==> config.mk <==
export PLATFORM = sky130hd
export DESIGN_NAME = tmc_timers
export DESIGN_NICKNAME = d
export VERILOG_FILES = /design/src/rtl/tmc_pkg.sv /design/src/rtl/tmc_timers.sv
export SDC_FILE = /design/constraint.sdc
export NUM_CORES = 1
export LEC_CHECK = 0
export BUFFER_PORTS_ARGS = -buffer_cell sky130_fd_sc_hd__buf_2
export CAP_MARGIN = 20
export CORE_MARGIN = 1
export CORE_UTILIZATION = 43
export DETAILED_ROUTE_END_ITERATION = 6
export PLACE_DENSITY_LB_ADDON = 0.25
export SETUP_SLACK_MARGIN = 0.15
export SKIP_CTS_REPAIR_TIMING = 1
export SLEW_MARGIN = 10
export SYNTH_ARGS = -nofsm -noshare
export SYNTH_HDL_FRONTEND = slang
export SYNTH_SLANG_ARGS = --single-unit
export TNS_END_PERCENT = 5
==> constraint.sdc <==
create_clock -name sys_clk -period 4.9 [get_ports sys_clk]
set_clock_uncertainty 0.2 [all_clocks]
set_input_delay 0.98 -clock sys_clk [delete_from_list [all_inputs] [get_ports sys_clk]]
set_output_delay 0.98 -clock sys_clk [all_outputs]
set_load 0.01 [all_outputs]
==> src/rtl/tmc_pkg.sv <==
// constants, register map and carrier types for the timer/counter unit
// Functional notes
// - timer one counts when run set and, if gated, gate input one active
// - timer zero counts when run set and, if gated, gate input zero active
// - timer one counter select: count falling edges of its count pin
// - timer zero counter select: count falling edges of its count pin
// - timer one modes: 13-bit, 16-bit, 8-bit reload, inactive
// - timer zero modes: 13-bit, 16-bit, 8-bit reload, two 8-bit counters
// - timer one clock select: prescaled or system clock, ignored in counter mode
// - timer zero clock select: prescaled or system clock, ignored in counter mode
// - prescale field: system clock /12, /4, /48, or external clock /8
// - external clock /8 is synchronised before use as a count enable
// - fourth timer byte clock selects: system clock or external-clock-bit choice
// - third timer low select picks whole timer clock, or low byte in split
// - third timer high select used only in split mode
// - third timer external bit: system clock /12 or external clock /8
// - third timer 16-bit: overflow reloads counter and sets high flag
// - 16-bit interrupt on overflow, plus low-byte wraps when low enable set
// - split mode: two 8-bit counters, each reloads from its own byte
// - split mode: run bit gates only high counter, low always counts
// - split mode: each byte wrap sets its own overflow flag
// - split mode interrupt on high wraps, low wraps when low enable set
// - hardware never clears third timer flags; software clears them
// - timer zero low and high bytes form the count, both read/write
// - 13-bit mode uses high byte plus five low bits, sets overflow flag
// - 8-bit reload: low counts, reloads from high on overflow, flag set
// - timer zero split: high byte counts on timer clock, run and flag of one
// - third timer low flag set on every low wrap in any mode
package tmc_pkg;

   localparam logic [7:0] ADDR_TIMER_CONTROL = 8'h88;
   localparam logic [7:0] ADDR_MODE_SELECT = 8'h89;
   localparam logic [7:0] ADDR_T0_LOW = 8'h8a;
   localparam logic [7:0] ADDR_T1_LOW = 8'h8b;
   localparam logic [7:0] ADDR_T0_HIGH = 8'h8c;
   localparam logic [7:0] ADDR_T1_HIGH = 8'h8d;
   localparam logic [7:0] ADDR_CLOCK_SELECT = 8'h8e;
   localparam logic [7:0] ADDR_FOURTH_CONTROL = 8'h91;
   localparam logic [7:0] ADDR_THIRD_CONTROL = 8'hc8;
   localparam logic [7:0] ADDR_THIRD_RELOAD_LOW = 8'hca;
   localparam logic [7:0] ADDR_THIRD_RELOAD_HIGH = 8'hcb;
   localparam logic [7:0] ADDR_THIRD_LOW = 8'hcc;
   localparam logic [7:0] ADDR_THIRD_HIGH = 8'hcd;
   localparam logic [7:0] ADDR_GATE_CONFIG = 8'he4;

   localparam logic [7:0] RESET_VALUE = 8'h00;

   // timer control bits
   localparam int TC_T1_FLAG = 7;
   localparam int TC_T1_RUN = 6;
   localparam int TC_T0_FLAG = 5;
   localparam int TC_T0_RUN = 4;
   // mode select bits
   localparam int MS_T1_GATE = 7;
   localparam int MS_T1_COUNTER = 6;
   localparam int MS_T1_MODE = 4;
   localparam int MS_T0_GATE = 3;
   localparam int MS_T0_COUNTER = 2;
   localparam int MS_T0_MODE = 0;
   // clock select bits
   localparam int CS_T3_HIGH = 7;
   localparam int CS_T3_LOW = 6;
   localparam int CS_T2_HIGH = 5;
   localparam int CS_T2_LOW = 4;
   localparam int CS_T1_SYS = 3;
   localparam int CS_T0_SYS = 2;
   localparam int CS_PRESCALE = 0;
   // third / fourth timer control bits
   localparam int TT_HIGH_FLAG = 7;
   localparam int TT_LOW_FLAG = 6;
   localparam int TT_LOW_IRQ_EN = 5;
   localparam int TT_CAPTURE_EN = 4;
   localparam int TT_SPLIT = 3;
   localparam int TT_RUN = 2;
   localparam int TT_EXT_CLOCK = 0;
   // gate config bits
   localparam int GC_ZERO_POLARITY = 0;
   localparam int GC_ONE_POLARITY = 1;

   localparam logic [1:0] MODE_13BIT = 2'h0;
   localparam logic [1:0] MODE_16BIT = 2'h1;
   localparam logic [1:0] MODE_8RELOAD = 2'h2;
   localparam logic [1:0] MODE_SPLIT = 2'h3;

   localparam logic [1:0] PRE_DIV12 = 2'h0;
   localparam logic [1:0] PRE_DIV4 = 2'h1;
   localparam logic [1:0] PRE_DIV48 = 2'h2;

   localparam int NUM_DIVS = 3;
   localparam logic [5:0] DIV_12 = 6'h0c;
   localparam logic [5:0] DIV_4 = 6'h04;
   localparam logic [5:0] DIV_48 = 6'h30;
   localparam logic [2:0] EXT_DIV_LAST = 3'h7;
   localparam logic [12:0] MAX_13 = 13'h1fff;
   localparam logic [7:0] MAX_8 = 8'hff;

   typedef struct packed {
      logic [7:0] addr;
      logic [7:0] wdata;
      logic wr;
      logic rd;
   } tmc_bus_req_s;

   typedef struct packed {
      logic [7:0] low;
      logic [7:0] high;
      logic ovf;
   } tmc_step_s;

endpackage

==> src/rtl/tmc_timers.sv <==
// timer/counter unit: two general timers, third auto-reload timer, fourth timer clocks
//
// The address-and-strobe port was chosen for this implementation.
module tmc_timers (
   input wire logic sys_clk,
   input wire logic sys_rst,
   input wire tmc_pkg::tmc_bus_req_s bus_req,
   output logic [7:0] rd_data,
   input wire logic timer_zero_count_pin,
   input wire logic timer_one_count_pin,
   input wire logic gate_input_zero,
   input wire logic gate_input_one,
   input wire logic ext_osc,
   output logic timer_zero_overflow_flag,
   output logic timer_one_overflow_flag,
   output logic third_timer_irq_request,
   output logic fourth_timer_low_tick,
   output logic fourth_timer_high_tick
);

   // one count step of a general timer, or the split low byte
   function automatic tmc_pkg::tmc_step_s tmc_step(input logic [1:0] mode,
         input logic [7:0] low, input logic [7:0] high);
      tmc_pkg::tmc_step_s s;
      logic [12:0] c13;
      s = '{low: low, high: high, ovf: 1'b0};
      c13 = {high, low[4:0]};
      case (mode)
         tmc_pkg::MODE_13BIT: begin
            c13 = c13 + 13'h0001;
            s.high = c13[12:5];
            s.low = {low[7:5], c13[4:0]};
            s.ovf = ({high, low[4:0]} == tmc_pkg::MAX_13);
         end
         tmc_pkg::MODE_16BIT: begin
            {s.high, s.low} = {high, low} + 16'h0001;
            s.ovf = ({high, low} == 16'hffff);
         end
         tmc_pkg::MODE_8RELOAD: begin
            s.ovf = (low == tmc_pkg::MAX_8);
            s.low = s.ovf ? high : low + 8'h01;
         end
         default: begin
            s.ovf = (low == tmc_pkg::MAX_8);
            s.low = low + 8'h01;
         end
      endcase
      return s;
   endfunction

   // clock choice for third and fourth timer bytes
   function automatic logic tmc_tick_sel(input logic sys_sel, input logic ext_bit,
         input logic div12, input logic ext8);
      return sys_sel ? 1'b1 : (ext_bit ? ext8 : div12);
   endfunction

   logic [7:0] control_reg, mode_reg, clock_reg, gate_cfg_reg;
   logic [7:0] t0_low_reg, t0_high_reg, t1_low_reg, t1_high_reg;
   logic [7:0] third_ctl_reg, rl_low_reg, rl_high_reg, t2_low_reg, t2_high_reg;
   logic [7:0] fourth_ctl_reg, rd_data_reg, rd_data_next;

   // input synchronisers: ext_osc, count pin zero, count pin one
   logic [2:0] pin_raw, sync1_reg, sync2_reg, prev_reg;
   logic [2:0] pin_fall, pin_rise;
   assign pin_raw = {timer_one_count_pin, timer_zero_count_pin, ext_osc};

   always_ff @(posedge sys_clk) begin
      if (sys_rst) begin
         sync1_reg <= 3'h0;
         sync2_reg <= 3'h0;
         prev_reg <= 3'h0;
      end else begin
         sync1_reg <= pin_raw;
         sync2_reg <= sync1_reg;
         prev_reg <= sync2_reg;
      end
   end
   assign pin_fall = prev_reg & ~sync2_reg;
   assign pin_rise = ~prev_reg & sync2_reg;

   // external clock divided by 8, counted on synchronised rising edges
   logic [2:0] ext_cnt_reg;
   logic ext8_tick;
   assign ext8_tick = pin_rise[0] && (ext_cnt_reg == tmc_pkg::EXT_DIV_LAST);
   always_ff @(posedge sys_clk) begin
      if (sys_rst) begin
         ext_cnt_reg <= 3'h0;
      end else if (pin_rise[0]) begin
         ext_cnt_reg <= ext_cnt_reg + 3'h1;
      end
   end

   // system clock dividers: one-cycle enables, no derived clocks
   localparam logic [5:0] DIVS [tmc_pkg::NUM_DIVS] = '{tmc_pkg::DIV_12, tmc_pkg::DIV_4,
      tmc_pkg::DIV_48};
   logic [tmc_pkg::NUM_DIVS-1:0] div_tick;
   genvar gi;
   generate
      for (gi = 0; gi < tmc_pkg::NUM_DIVS; gi++) begin : g_div
         logic [5:0] cnt_reg;
         assign div_tick[gi] = (cnt_reg == DIVS[gi] - 6'h01);
         always_ff @(posedge sys_clk) begin
            if (sys_rst) begin
               cnt_reg <= 6'h00;
            end else begin
               cnt_reg <= div_tick[gi] ? 6'h00 : cnt_reg + 6'h01;
            end
         end
      end
   endgenerate

   logic presc_tick;
   assign presc_tick = (clock_reg[1:0] == tmc_pkg::PRE_DIV12) ? div_tick[0] :
                       (clock_reg[1:0] == tmc_pkg::PRE_DIV4) ? div_tick[1] :
                       (clock_reg[1:0] == tmc_pkg::PRE_DIV48) ? div_tick[2] : ext8_tick;

   // register decode
   logic wr_ctl, wr_mode, wr_t0l, wr_t1l, wr_t0h, wr_t1h, wr_clk, wr_fourth;
   logic wr_third, wr_rll, wr_rlh, wr_t2l, wr_t2h, wr_gcfg;
   assign wr_ctl = bus_req.wr && (bus_req.addr == tmc_pkg::ADDR_TIMER_CONTROL);
   assign wr_mode = bus_req.wr && (bus_req.addr == tmc_pkg::ADDR_MODE_SELECT);
   assign wr_t0l = bus_req.wr && (bus_req.addr == tmc_pkg::ADDR_T0_LOW);
   assign wr_t1l = bus_req.wr && (bus_req.addr == tmc_pkg::ADDR_T1_LOW);
   assign wr_t0h = bus_req.wr && (bus_req.addr == tmc_pkg::ADDR_T0_HIGH);
   assign wr_t1h = bus_req.wr && (bus_req.addr == tmc_pkg::ADDR_T1_HIGH);
   assign wr_clk = bus_req.wr && (bus_req.addr == tmc_pkg::ADDR_CLOCK_SELECT);
   assign wr_fourth = bus_req.wr && (bus_req.addr == tmc_pkg::ADDR_FOURTH_CONTROL);
   assign wr_third = bus_req.wr && (bus_req.addr == tmc_pkg::ADDR_THIRD_CONTROL);
   assign wr_rll = bus_req.wr && (bus_req.addr == tmc_pkg::ADDR_THIRD_RELOAD_LOW);
   assign wr_rlh = bus_req.wr && (bus_req.addr == tmc_pkg::ADDR_THIRD_RELOAD_HIGH);
   assign wr_t2l = bus_req.wr && (bus_req.addr == tmc_pkg::ADDR_THIRD_LOW);
   assign wr_t2h = bus_req.wr && (bus_req.addr == tmc_pkg::ADDR_THIRD_HIGH);
   assign wr_gcfg = bus_req.wr && (bus_req.addr == tmc_pkg::ADDR_GATE_CONFIG);

   // timer zero
   logic [1:0] t0_mode, t1_mode;
   logic t0_split, t0_gate_ok, t0_src, t0_en, t0h_en;
   tmc_pkg::tmc_step_s t0_step, t1_step;
   assign t0_mode = mode_reg[tmc_pkg::MS_T0_MODE +: 2];
   assign t1_mode = mode_reg[tmc_pkg::MS_T1_MODE +: 2];
   assign t0_split = (t0_mode == tmc_pkg::MODE_SPLIT);
   assign t0_gate_ok = !mode_reg[tmc_pkg::MS_T0_GATE] ||
                       (gate_input_zero == gate_cfg_reg[tmc_pkg::GC_ZERO_POLARITY]);
   assign t0_src = mode_reg[tmc_pkg::MS_T0_COUNTER] ? pin_fall[1] :
                   (clock_reg[tmc_pkg::CS_T0_SYS] ? 1'b1 : presc_tick);
   assign t0_en = control_reg[tmc_pkg::TC_T0_RUN] && t0_gate_ok && t0_src;
   // split high byte borrows timer one's run bit and only a timer clock
   assign t0h_en = t0_split && control_reg[tmc_pkg::TC_T1_RUN] &&
                   (clock_reg[tmc_pkg::CS_T0_SYS] ? 1'b1 : presc_tick);
   assign t0_step = tmc_step(t0_mode, t0_low_reg, t0_high_reg);

   // timer one; in split of timer zero it keeps counting but loses pin and flag
   logic t1_gate_ok, t1_src, t1_en;
   assign t1_gate_ok = !mode_reg[tmc_pkg::MS_T1_GATE] ||
                       (gate_input_one == gate_cfg_reg[tmc_pkg::GC_ONE_POLARITY]);
   assign t1_src = (mode_reg[tmc_pkg::MS_T1_COUNTER] && !t0_split) ? pin_fall[2] :
                   (clock_reg[tmc_pkg::CS_T1_SYS] ? 1'b1 : presc_tick);
   assign t1_en = (t1_mode != tmc_pkg::MODE_SPLIT) && t1_src &&
                  (t0_split || (control_reg[tmc_pkg::TC_T1_RUN] && t1_gate_ok));
   assign t1_step = tmc_step(t1_mode, t1_low_reg, t1_high_reg);

   logic t0_ovf, t1_ovf;
   logic [7:0] t0_low_next, t0_high_next, t1_low_next, t1_high_next, control_next;
   assign t0_ovf = t0_en && t0_step.ovf;
   assign t1_ovf = t0_split ? (t0h_en && (t0_high_reg == tmc_pkg::MAX_8)) :
                   (t1_en && t1_step.ovf);
   assign t0_low_next = wr_t0l ? bus_req.wdata : (t0_en ? t0_step.low : t0_low_reg);
   assign t0_high_next = wr_t0h ? bus_req.wdata :
                         t0_split ? (t0h_en ? t0_high_reg + 8'h01 : t0_high_reg) :
                         (t0_en ? t0_step.high : t0_high_reg);
   assign t1_low_next = wr_t1l ? bus_req.wdata : (t1_en ? t1_step.low : t1_low_reg);
   assign t1_high_next = wr_t1h ? bus_req.wdata : (t1_en ? t1_step.high : t1_high_reg);
   // hardware set wins over a software clear in the same cycle
   always_comb begin
      control_next = wr_ctl ? bus_req.wdata : control_reg;
      control_next[3:0] = 4'h0;
      control_next[tmc_pkg::TC_T0_FLAG] = control_next[tmc_pkg::TC_T0_FLAG] | t0_ovf;
      control_next[tmc_pkg::TC_T1_FLAG] = control_next[tmc_pkg::TC_T1_FLAG] | t1_ovf;
   end

   // third timer
   logic t2_split, t2_reload_ok, t2_lo_tick, t2_hi_tick, t2l_en, t2h_en, t2l_wrap, t2h_wrap;
   logic t2l_reload;
   logic [7:0] t2_low_next, t2_high_next, third_next;
   assign t2_split = third_ctl_reg[tmc_pkg::TT_SPLIT];
   // capture is not built here; with capture enabled the counter free-runs without reload
   assign t2_reload_ok = !third_ctl_reg[tmc_pkg::TT_CAPTURE_EN];
   assign t2_lo_tick = tmc_tick_sel(clock_reg[tmc_pkg::CS_T2_LOW],
                                    third_ctl_reg[tmc_pkg::TT_EXT_CLOCK],
                                    div_tick[0], ext8_tick);
   assign t2_hi_tick = tmc_tick_sel(clock_reg[tmc_pkg::CS_T2_HIGH],
                                    third_ctl_reg[tmc_pkg::TT_EXT_CLOCK],
                                    div_tick[0], ext8_tick);
   assign t2l_en = t2_split ? t2_lo_tick : (third_ctl_reg[tmc_pkg::TT_RUN] && t2_lo_tick);
   assign t2h_en = t2_split ? (third_ctl_reg[tmc_pkg::TT_RUN] && t2_hi_tick) :
                   (t2l_en && (t2_low_reg == tmc_pkg::MAX_8));
   assign t2l_wrap = t2l_en && (t2_low_reg == tmc_pkg::MAX_8);
   assign t2h_wrap = t2h_en && (t2_high_reg == tmc_pkg::MAX_8);
   assign t2l_reload = t2_reload_ok && (t2_split ? t2l_wrap : t2h_wrap);
   assign t2_low_next = wr_t2l ? bus_req.wdata :
                        t2l_reload ? rl_low_reg :
                        (t2l_en ? t2_low_reg + 8'h01 : t2_low_reg);
   assign t2_high_next = wr_t2h ? bus_req.wdata :
                         (t2_reload_ok && t2h_wrap) ? rl_high_reg :
                         (t2h_en ? t2_high_reg + 8'h01 : t2_high_reg);
   // hardware only sets flags; software clears them
   always_comb begin
      third_next = wr_third ? bus_req.wdata : third_ctl_reg;
      third_next[tmc_pkg::TT_HIGH_FLAG] = third_next[tmc_pkg::TT_HIGH_FLAG] | t2h_wrap;
      third_next[tmc_pkg::TT_LOW_FLAG] = third_next[tmc_pkg::TT_LOW_FLAG] | t2l_wrap;
   end
   assign third_timer_irq_request = third_ctl_reg[tmc_pkg::TT_HIGH_FLAG] ||
      (third_ctl_reg[tmc_pkg::TT_LOW_FLAG] && third_ctl_reg[tmc_pkg::TT_LOW_IRQ_EN]);

   // fourth timer: only its byte clock enables are produced here
   logic t3_lo_sel;
   assign t3_lo_sel = tmc_tick_sel(clock_reg[tmc_pkg::CS_T3_LOW],
                                   fourth_ctl_reg[tmc_pkg::TT_EXT_CLOCK],
                                   div_tick[0], ext8_tick);
   assign fourth_timer_low_tick = t3_lo_sel;
   assign fourth_timer_high_tick = fourth_ctl_reg[tmc_pkg::TT_SPLIT] ?
      tmc_tick_sel(clock_reg[tmc_pkg::CS_T3_HIGH], fourth_ctl_reg[tmc_pkg::TT_EXT_CLOCK],
                   div_tick[0], ext8_tick) : t3_lo_sel;

   // read mux; unmapped addresses read zero
   always_comb begin
      case (bus_req.addr)
         tmc_pkg::ADDR_TIMER_CONTROL: rd_data_next = control_reg;
         tmc_pkg::ADDR_MODE_SELECT: rd_data_next = mode_reg;
         tmc_pkg::ADDR_T0_LOW: rd_data_next = t0_low_reg;
         tmc_pkg::ADDR_T1_LOW: rd_data_next = t1_low_reg;
         tmc_pkg::ADDR_T0_HIGH: rd_data_next = t0_high_reg;
         tmc_pkg::ADDR_T1_HIGH: rd_data_next = t1_high_reg;
         tmc_pkg::ADDR_CLOCK_SELECT: rd_data_next = clock_reg;
         tmc_pkg::ADDR_FOURTH_CONTROL: rd_data_next = fourth_ctl_reg;
         tmc_pkg::ADDR_THIRD_CONTROL: rd_data_next = third_ctl_reg;
         tmc_pkg::ADDR_THIRD_RELOAD_LOW: rd_data_next = rl_low_reg;
         tmc_pkg::ADDR_THIRD_RELOAD_HIGH: rd_data_next = rl_high_reg;
         tmc_pkg::ADDR_THIRD_LOW: rd_data_next = t2_low_reg;
         tmc_pkg::ADDR_THIRD_HIGH: rd_data_next = t2_high_reg;
         tmc_pkg::ADDR_GATE_CONFIG: rd_data_next = {6'h00, gate_cfg_reg[1:0]};
         default: rd_data_next = 8'h00;
      endcase
      if (!bus_req.rd) begin
         rd_data_next = 8'h00;
      end
   end

   always_ff @(posedge sys_clk) begin
      if (sys_rst) begin
         control_reg <= tmc_pkg::RESET_VALUE;
         mode_reg <= tmc_pkg::RESET_VALUE;
         clock_reg <= tmc_pkg::RESET_VALUE;
         gate_cfg_reg <= tmc_pkg::RESET_VALUE;
         t0_low_reg <= tmc_pkg::RESET_VALUE;
         t0_high_reg <= tmc_pkg::RESET_VALUE;
         t1_low_reg <= tmc_pkg::RESET_VALUE;
         t1_high_reg <= tmc_pkg::RESET_VALUE;
         third_ctl_reg <= tmc_pkg::RESET_VALUE;
         rl_low_reg <= tmc_pkg::RESET_VALUE;
         rl_high_reg <= tmc_pkg::RESET_VALUE;
         t2_low_reg <= tmc_pkg::RESET_VALUE;
         t2_high_reg <= tmc_pkg::RESET_VALUE;
         fourth_ctl_reg <= tmc_pkg::RESET_VALUE;
         rd_data_reg <= tmc_pkg::RESET_VALUE;
      end else begin
         control_reg <= control_next;
         mode_reg <= wr_mode ? bus_req.wdata : mode_reg;
         clock_reg <= wr_clk ? bus_req.wdata : clock_reg;
         gate_cfg_reg <= wr_gcfg ? {6'h00, bus_req.wdata[1:0]} : gate_cfg_reg;
         t0_low_reg <= t0_low_next;
         t0_high_reg <= t0_high_next;
         t1_low_reg <= t1_low_next;
         t1_high_reg <= t1_high_next;
         third_ctl_reg <= third_next;
         rl_low_reg <= wr_rll ? bus_req.wdata : rl_low_reg;
         rl_high_reg <= wr_rlh ? bus_req.wdata : rl_high_reg;
         t2_low_reg <= t2_low_next;
         t2_high_reg <= t2_high_next;
         fourth_ctl_reg <= wr_fourth ? bus_req.wdata : fourth_ctl_reg;
         rd_data_reg <= rd_data_next;
      end
   end

   assign rd_data = rd_data_reg;
   assign timer_zero_overflow_flag = control_reg[tmc_pkg::TC_T0_FLAG];
   assign timer_one_overflow_flag = control_reg[tmc_pkg::TC_T1_FLAG];

endmodule

* Yosys cells after proc, flatten, opt, wreduce, memory -nomap -nowiden
Index checks and enable logic that the tools add are counted.
Word-level totals: input port bits 25, bits in registers 144, logic and storage cells 194, output and inout bits 13
Operators by class: reductions and logical operators 60, bitwise logic cells 9, mux-type cells 45, equality and inequality tests 40, $add $sub $neg 13
Operator list (count):
- $mux 8 | 20
- $eq 8x8->1 const B | 19
- $pmux 8 s14 | 1
- $pmux 8 s3 | 2
- $add 8x1->8 const B | 5
- $logic_and 1x1->1 | 33
- $add 16x1->16 const B | 2
- $eq 16x16->1 const B | 2
- $pmux 8 s2 | 2
- $add 13x1->13 const B | 2
- $eq 13x13->1 const B | 2
- $add 6x1->6 const B | 3
- $mux 1 | 18
- $reduce_bool 3->1 | 4
- $eq 2x2->1 const B | 4
- $reduce_or 2->1 | 4
- $eq 2x1->1 const B | 3
- $eq 6x2->1 const B | 1
- $eq 6x4->1 const B | 1
- $eq 6x6->1 const B | 1
- $logic_not 2->1 | 3
- $ne 2x2->1 const B | 3
- $reduce_and 2->1 | 3
- $reduce_bool 2->1 | 3
- 14 further kinds | 26

* Depth between registers and ports, before layout
word-level depth 14, gate-level depth with buffers 9, depth with buffers taken out 8

* Worst setup path after synthesis
No wires, ideal clock.
path kind input port to flip-flop, start input port bus_req[11] in the netlist's numbering, end register rd_data_reg[6], in the netlist rd_data[6], arrival 2.577 ns, slack 2.042 ns, data required time 4.619 ns, buffers on the path 3, stages on the path 7, setup time 0.081 ns, cells stage by stage clkbuf_1 -> nor4bb_1 -> and3b_1 -> clkbuf_1 -> buf_2 -> a21oi_1 -> a41oi_1
On the way: word-level cells in the longest chain between the ends 2, elaborated cells between the ends (all ways) 15, those cells by class eq/ne: 14; mux: 1
RTL lines:
- start, declared | line tmc_timers.sv:7 | input wire tmc_pkg::tmc_bus_req_s bus_req,
- $eq 8x8->1 | line tmc_timers.sv:227 | case (bus_req.addr)
- $pmux 8 s14 (*) | line tmc_timers.sv:227
- end signal, assigned | line tmc_timers.sv:265 | rd_data_reg <= tmc_pkg::RESET_VALUE;
- end signal, assigned | line tmc_timers.sv:281 | rd_data_reg <= rd_data_next;
- end, declared | line tmc_timers.sv:60 | logic [7:0] fourth_ctl_reg, rd_data_reg, rd_data_next;
Every way passes the cells marked *; elsewhere a longest branch is shown, timed or not. A chain may end at the register's enable or synchronous reset.

* Final worst setup path
start input port bus_req[12] in the netlist's numbering, end register rl_low_reg[1]
On the way: word-level cells in the longest chain between the ends 2
RTL lines:
- $eq 8x8->1 | line tmc_timers.sv:129 | assign wr_rll = bus_req.wr && (bus_req.addr == tmc_pkg::ADDR_THIRD_RELOAD_LOW);
- $logic_and 1x1->1 | line tmc_timers.sv:129
- end signal, assigned | line tmc_timers.sv:260 | rl_low_reg <= tmc_pkg::RESET_VALUE;
- end signal, assigned | line tmc_timers.sv:276 | rl_low_reg <= wr_rll ? bus_req.wdata : rl_low_reg;
- end, declared | line tmc_timers.sv:59 | logic [7:0] third_ctl_reg, rl_low_reg, rl_high_reg, t2_low_reg, t2_high_reg;
No other way between the ends.

==> impl_metrics.json <==
{
  "cts-root-buf": "clkbuf_16",
  "netlist_area_um2": 7990,
  "start_kind": "input pin",
  "grt_max_degree": 65,
  "criticalPathCategory": "input pin to register",
  "crit_path_end_kind": "register",
  "track_usage_pct": 28.6,
  "grt_pass1_wl_mm": 41.6,
  "antenna_found_initial": 0,
  "gr-total-overflow": 0,
  "yosys.area.top_type": "dfxtp_1",
  "drv_slew": 0,
  "ioPinCount": 38,
  "drtIter0Drc": 925,
  "drc": 10,
  "setup_viol_count_final": 0,
  "outcome": "finished with violations",
  "cp.arrival_ns": 3.37,
  "rsz0062_at_grt": "false",
  "synth_commonest_cells": "140 x dfxtp_1, 111 x nor2_1, 81 x nand2_1",
  "syn2layout_area_growth_pct": 10.3,
  "relSlewSlack_pct": 36.1,
  "total_power_mw": 2.49,
  "fin_nets": 1005,
  "fin_crit_sh_pct": 67.0,
  "async_reset_ff_share_pct": 0,
  "clockBufferDepth": 2,
  "synth_cell_types": 80,
  "yosys_warnings": 0,
  "fp.dieW_um": 138,
  "synthCells": 971,
  "routed_via_density": 6.39,
  "vias": 7739,
  "ys_ff_latch": 140,
  "drive_gt1_share_pct": 10.9,
  "clk_pin_slew_ns": 0.06,
  "die_area_um2": 19100,
  "required_ns": 4.98,
  "cts_made_buffers": 17,
  "synth_fp_nets": 1006,
  "diodes": 0,
  "die_y_um": 138,
  "min_path_type": "register to register",
  "powerDensity_nw_per_um2": 283,
  "routed_wl_mm": 27.1,
  "cellLeakagePower_nw": 3.14,
  "place.gp.congestion": 0.952,
  "tightest_slew_ns": 0.951,
  "tns_ns": 0,
  "clock_sinks": 140,
  "path_max_fanout": 22,
  "routedWlPerCell_um": 22.4,
  "firstDrtPassIters": 7,
  "cts_tree": "yes",
  "hold_viol": 0,
  "portBuffers": 37,
  "yosysMostFrequentCell": "dfxtp_1",
  "violations": "design-rule violations",
  "yosysSeqAreaShare_pct": 35.1,
  "grt_pass1_vias": 6995,
  "h-tree-depth": 4,
  "yosys-top-cells-area": "dfxtp_1 35%, mux2i_1 7.9%, nor2_1 5.2%",
  "core_um2": 18100,
  "dp_hpwl_mm": 18.8,
  "initial_core_util_pct": 44.2,
  "min_period_ns": 3.28,
  "ant_nets": 0,
  "rows": 49,
  "max_freq_ghz": 0.305,
  "synth_edf_count": 0,
  "avgSynthCellArea_um2": 8.22,
  "drv_cap": 0,
  "synthFlopType": "dfxtp_1",
  "largest_reg_flops": 18,
  "synth_top_area_share_pct": 35.1,
  "vdd_drop_max_v": 0.000247,
  "clock_latency_ns": 0.43
}
kinds of logic (layout without fill, tap and decap cells):
kind of cell,Yosys count,after routing,synth area share [%]
XOR/XNOR,25,25,2.74
AO/OA/AOI/OAI,244,244,21.9
flip-flops,140,140,35.1
multiplexers,69,69,8.74
adder cells (fa/ha/maj),10,10,1.57
AND/OR/NAND/NOR,397,397,25.7
buffers and inverters,86,97,4.29
stage by stage:
| step | std cells | util [%] | cell area [µm²] | setup WS, ns | hold slack [ns] |
|---|---|---|---|---|---|
| after detailed placement | 1180 | 45.7 | 8260 | 1.24 | 0.226 |
| after CTS | 1211 | 48.7 | 8810 | 1.67 | 0.240 |
| after global placement | 1180 | 45.7 | 8260 | 1.32 | 0.216 |
| final | 1211 | 48.7 | 8810 | 1.62 | 0.238 |
| after floorplan | 971 | - | 7990 | 2.04 | 0.213 |
| after global routing | 1211 | 48.7 | 8810 | 1.48 | 0.250 |
final cells by class:
class,count,area [µm²]
Fill cell,1770,9280
Tap cell,229,287
Inverter,19,71.3
Sequential cell,140,2800
Multi-Input combinational cell,745,4840
Timing Repair Buffer,47,263
Clock buffer,18,439
Clock inverter,13,103
final timing paths:
check | end | startpoint | slack (ns) | depth (start not counted)
hold / removal | g_div[2].cnt_reg[0] | g_div[2].cnt_reg[0] | 0.24 | 1
setup / recovery | rl_low_reg[1] | bus_req[12] | 1.62 | 6
setup reg to reg | t0_low_reg[7] | g_div[2].cnt_reg[0] | 1.87 | 7
hold reg to reg | g_div[2].cnt_reg[0] | g_div[2].cnt_reg[0] | 0.24 | 1
layer usage:
| layer | up-vias | wire length [µm] | part of all wire (%) | track usage (%) |
|---|---|---|---|---|
| met1 | 3679 | 11700 | 43 | 38.5 |
| met4 | 0 | 1250 | 4.6 | 14.9 |
| li1 | 3609 | - | - | - |
| met5 | - | 0 | 0 | 0 |
| met2 | 374 | 11800 | 43 | 42.7 |
| met3 | 77 | 2400 | 8.8 | 6.62 |
where the power goes:
group	internal, mW	switching (mW)	total, mW
logic	0.0350	0.0984	0.133
registers	1.15	0.00863	1.16
clock network	0.700	0.498	1.20
total	1.89	0.605	2.49
cell usage in the layout, fill, tap and decap left out, drive strengths merged, types with 20 or more instances in the layout:
cell	synthesis	routed
a21oi	48	48
buf	21	47
dfxtp	140	140
mux2i	63	63
nand2	81	81
nand3	58	58
nand4	20	20
nor2	111	111
nor2b	21	21
o21ai	46	46
critical path, cell delays in order:
cell and delay, ns:
buf_2 0.23, nor4b_1 0.73, and3_1 0.62, and2_1 0.49, mux2i_1 0.25, nor2_1 0.05
Power figures use the tool's default switching activity.
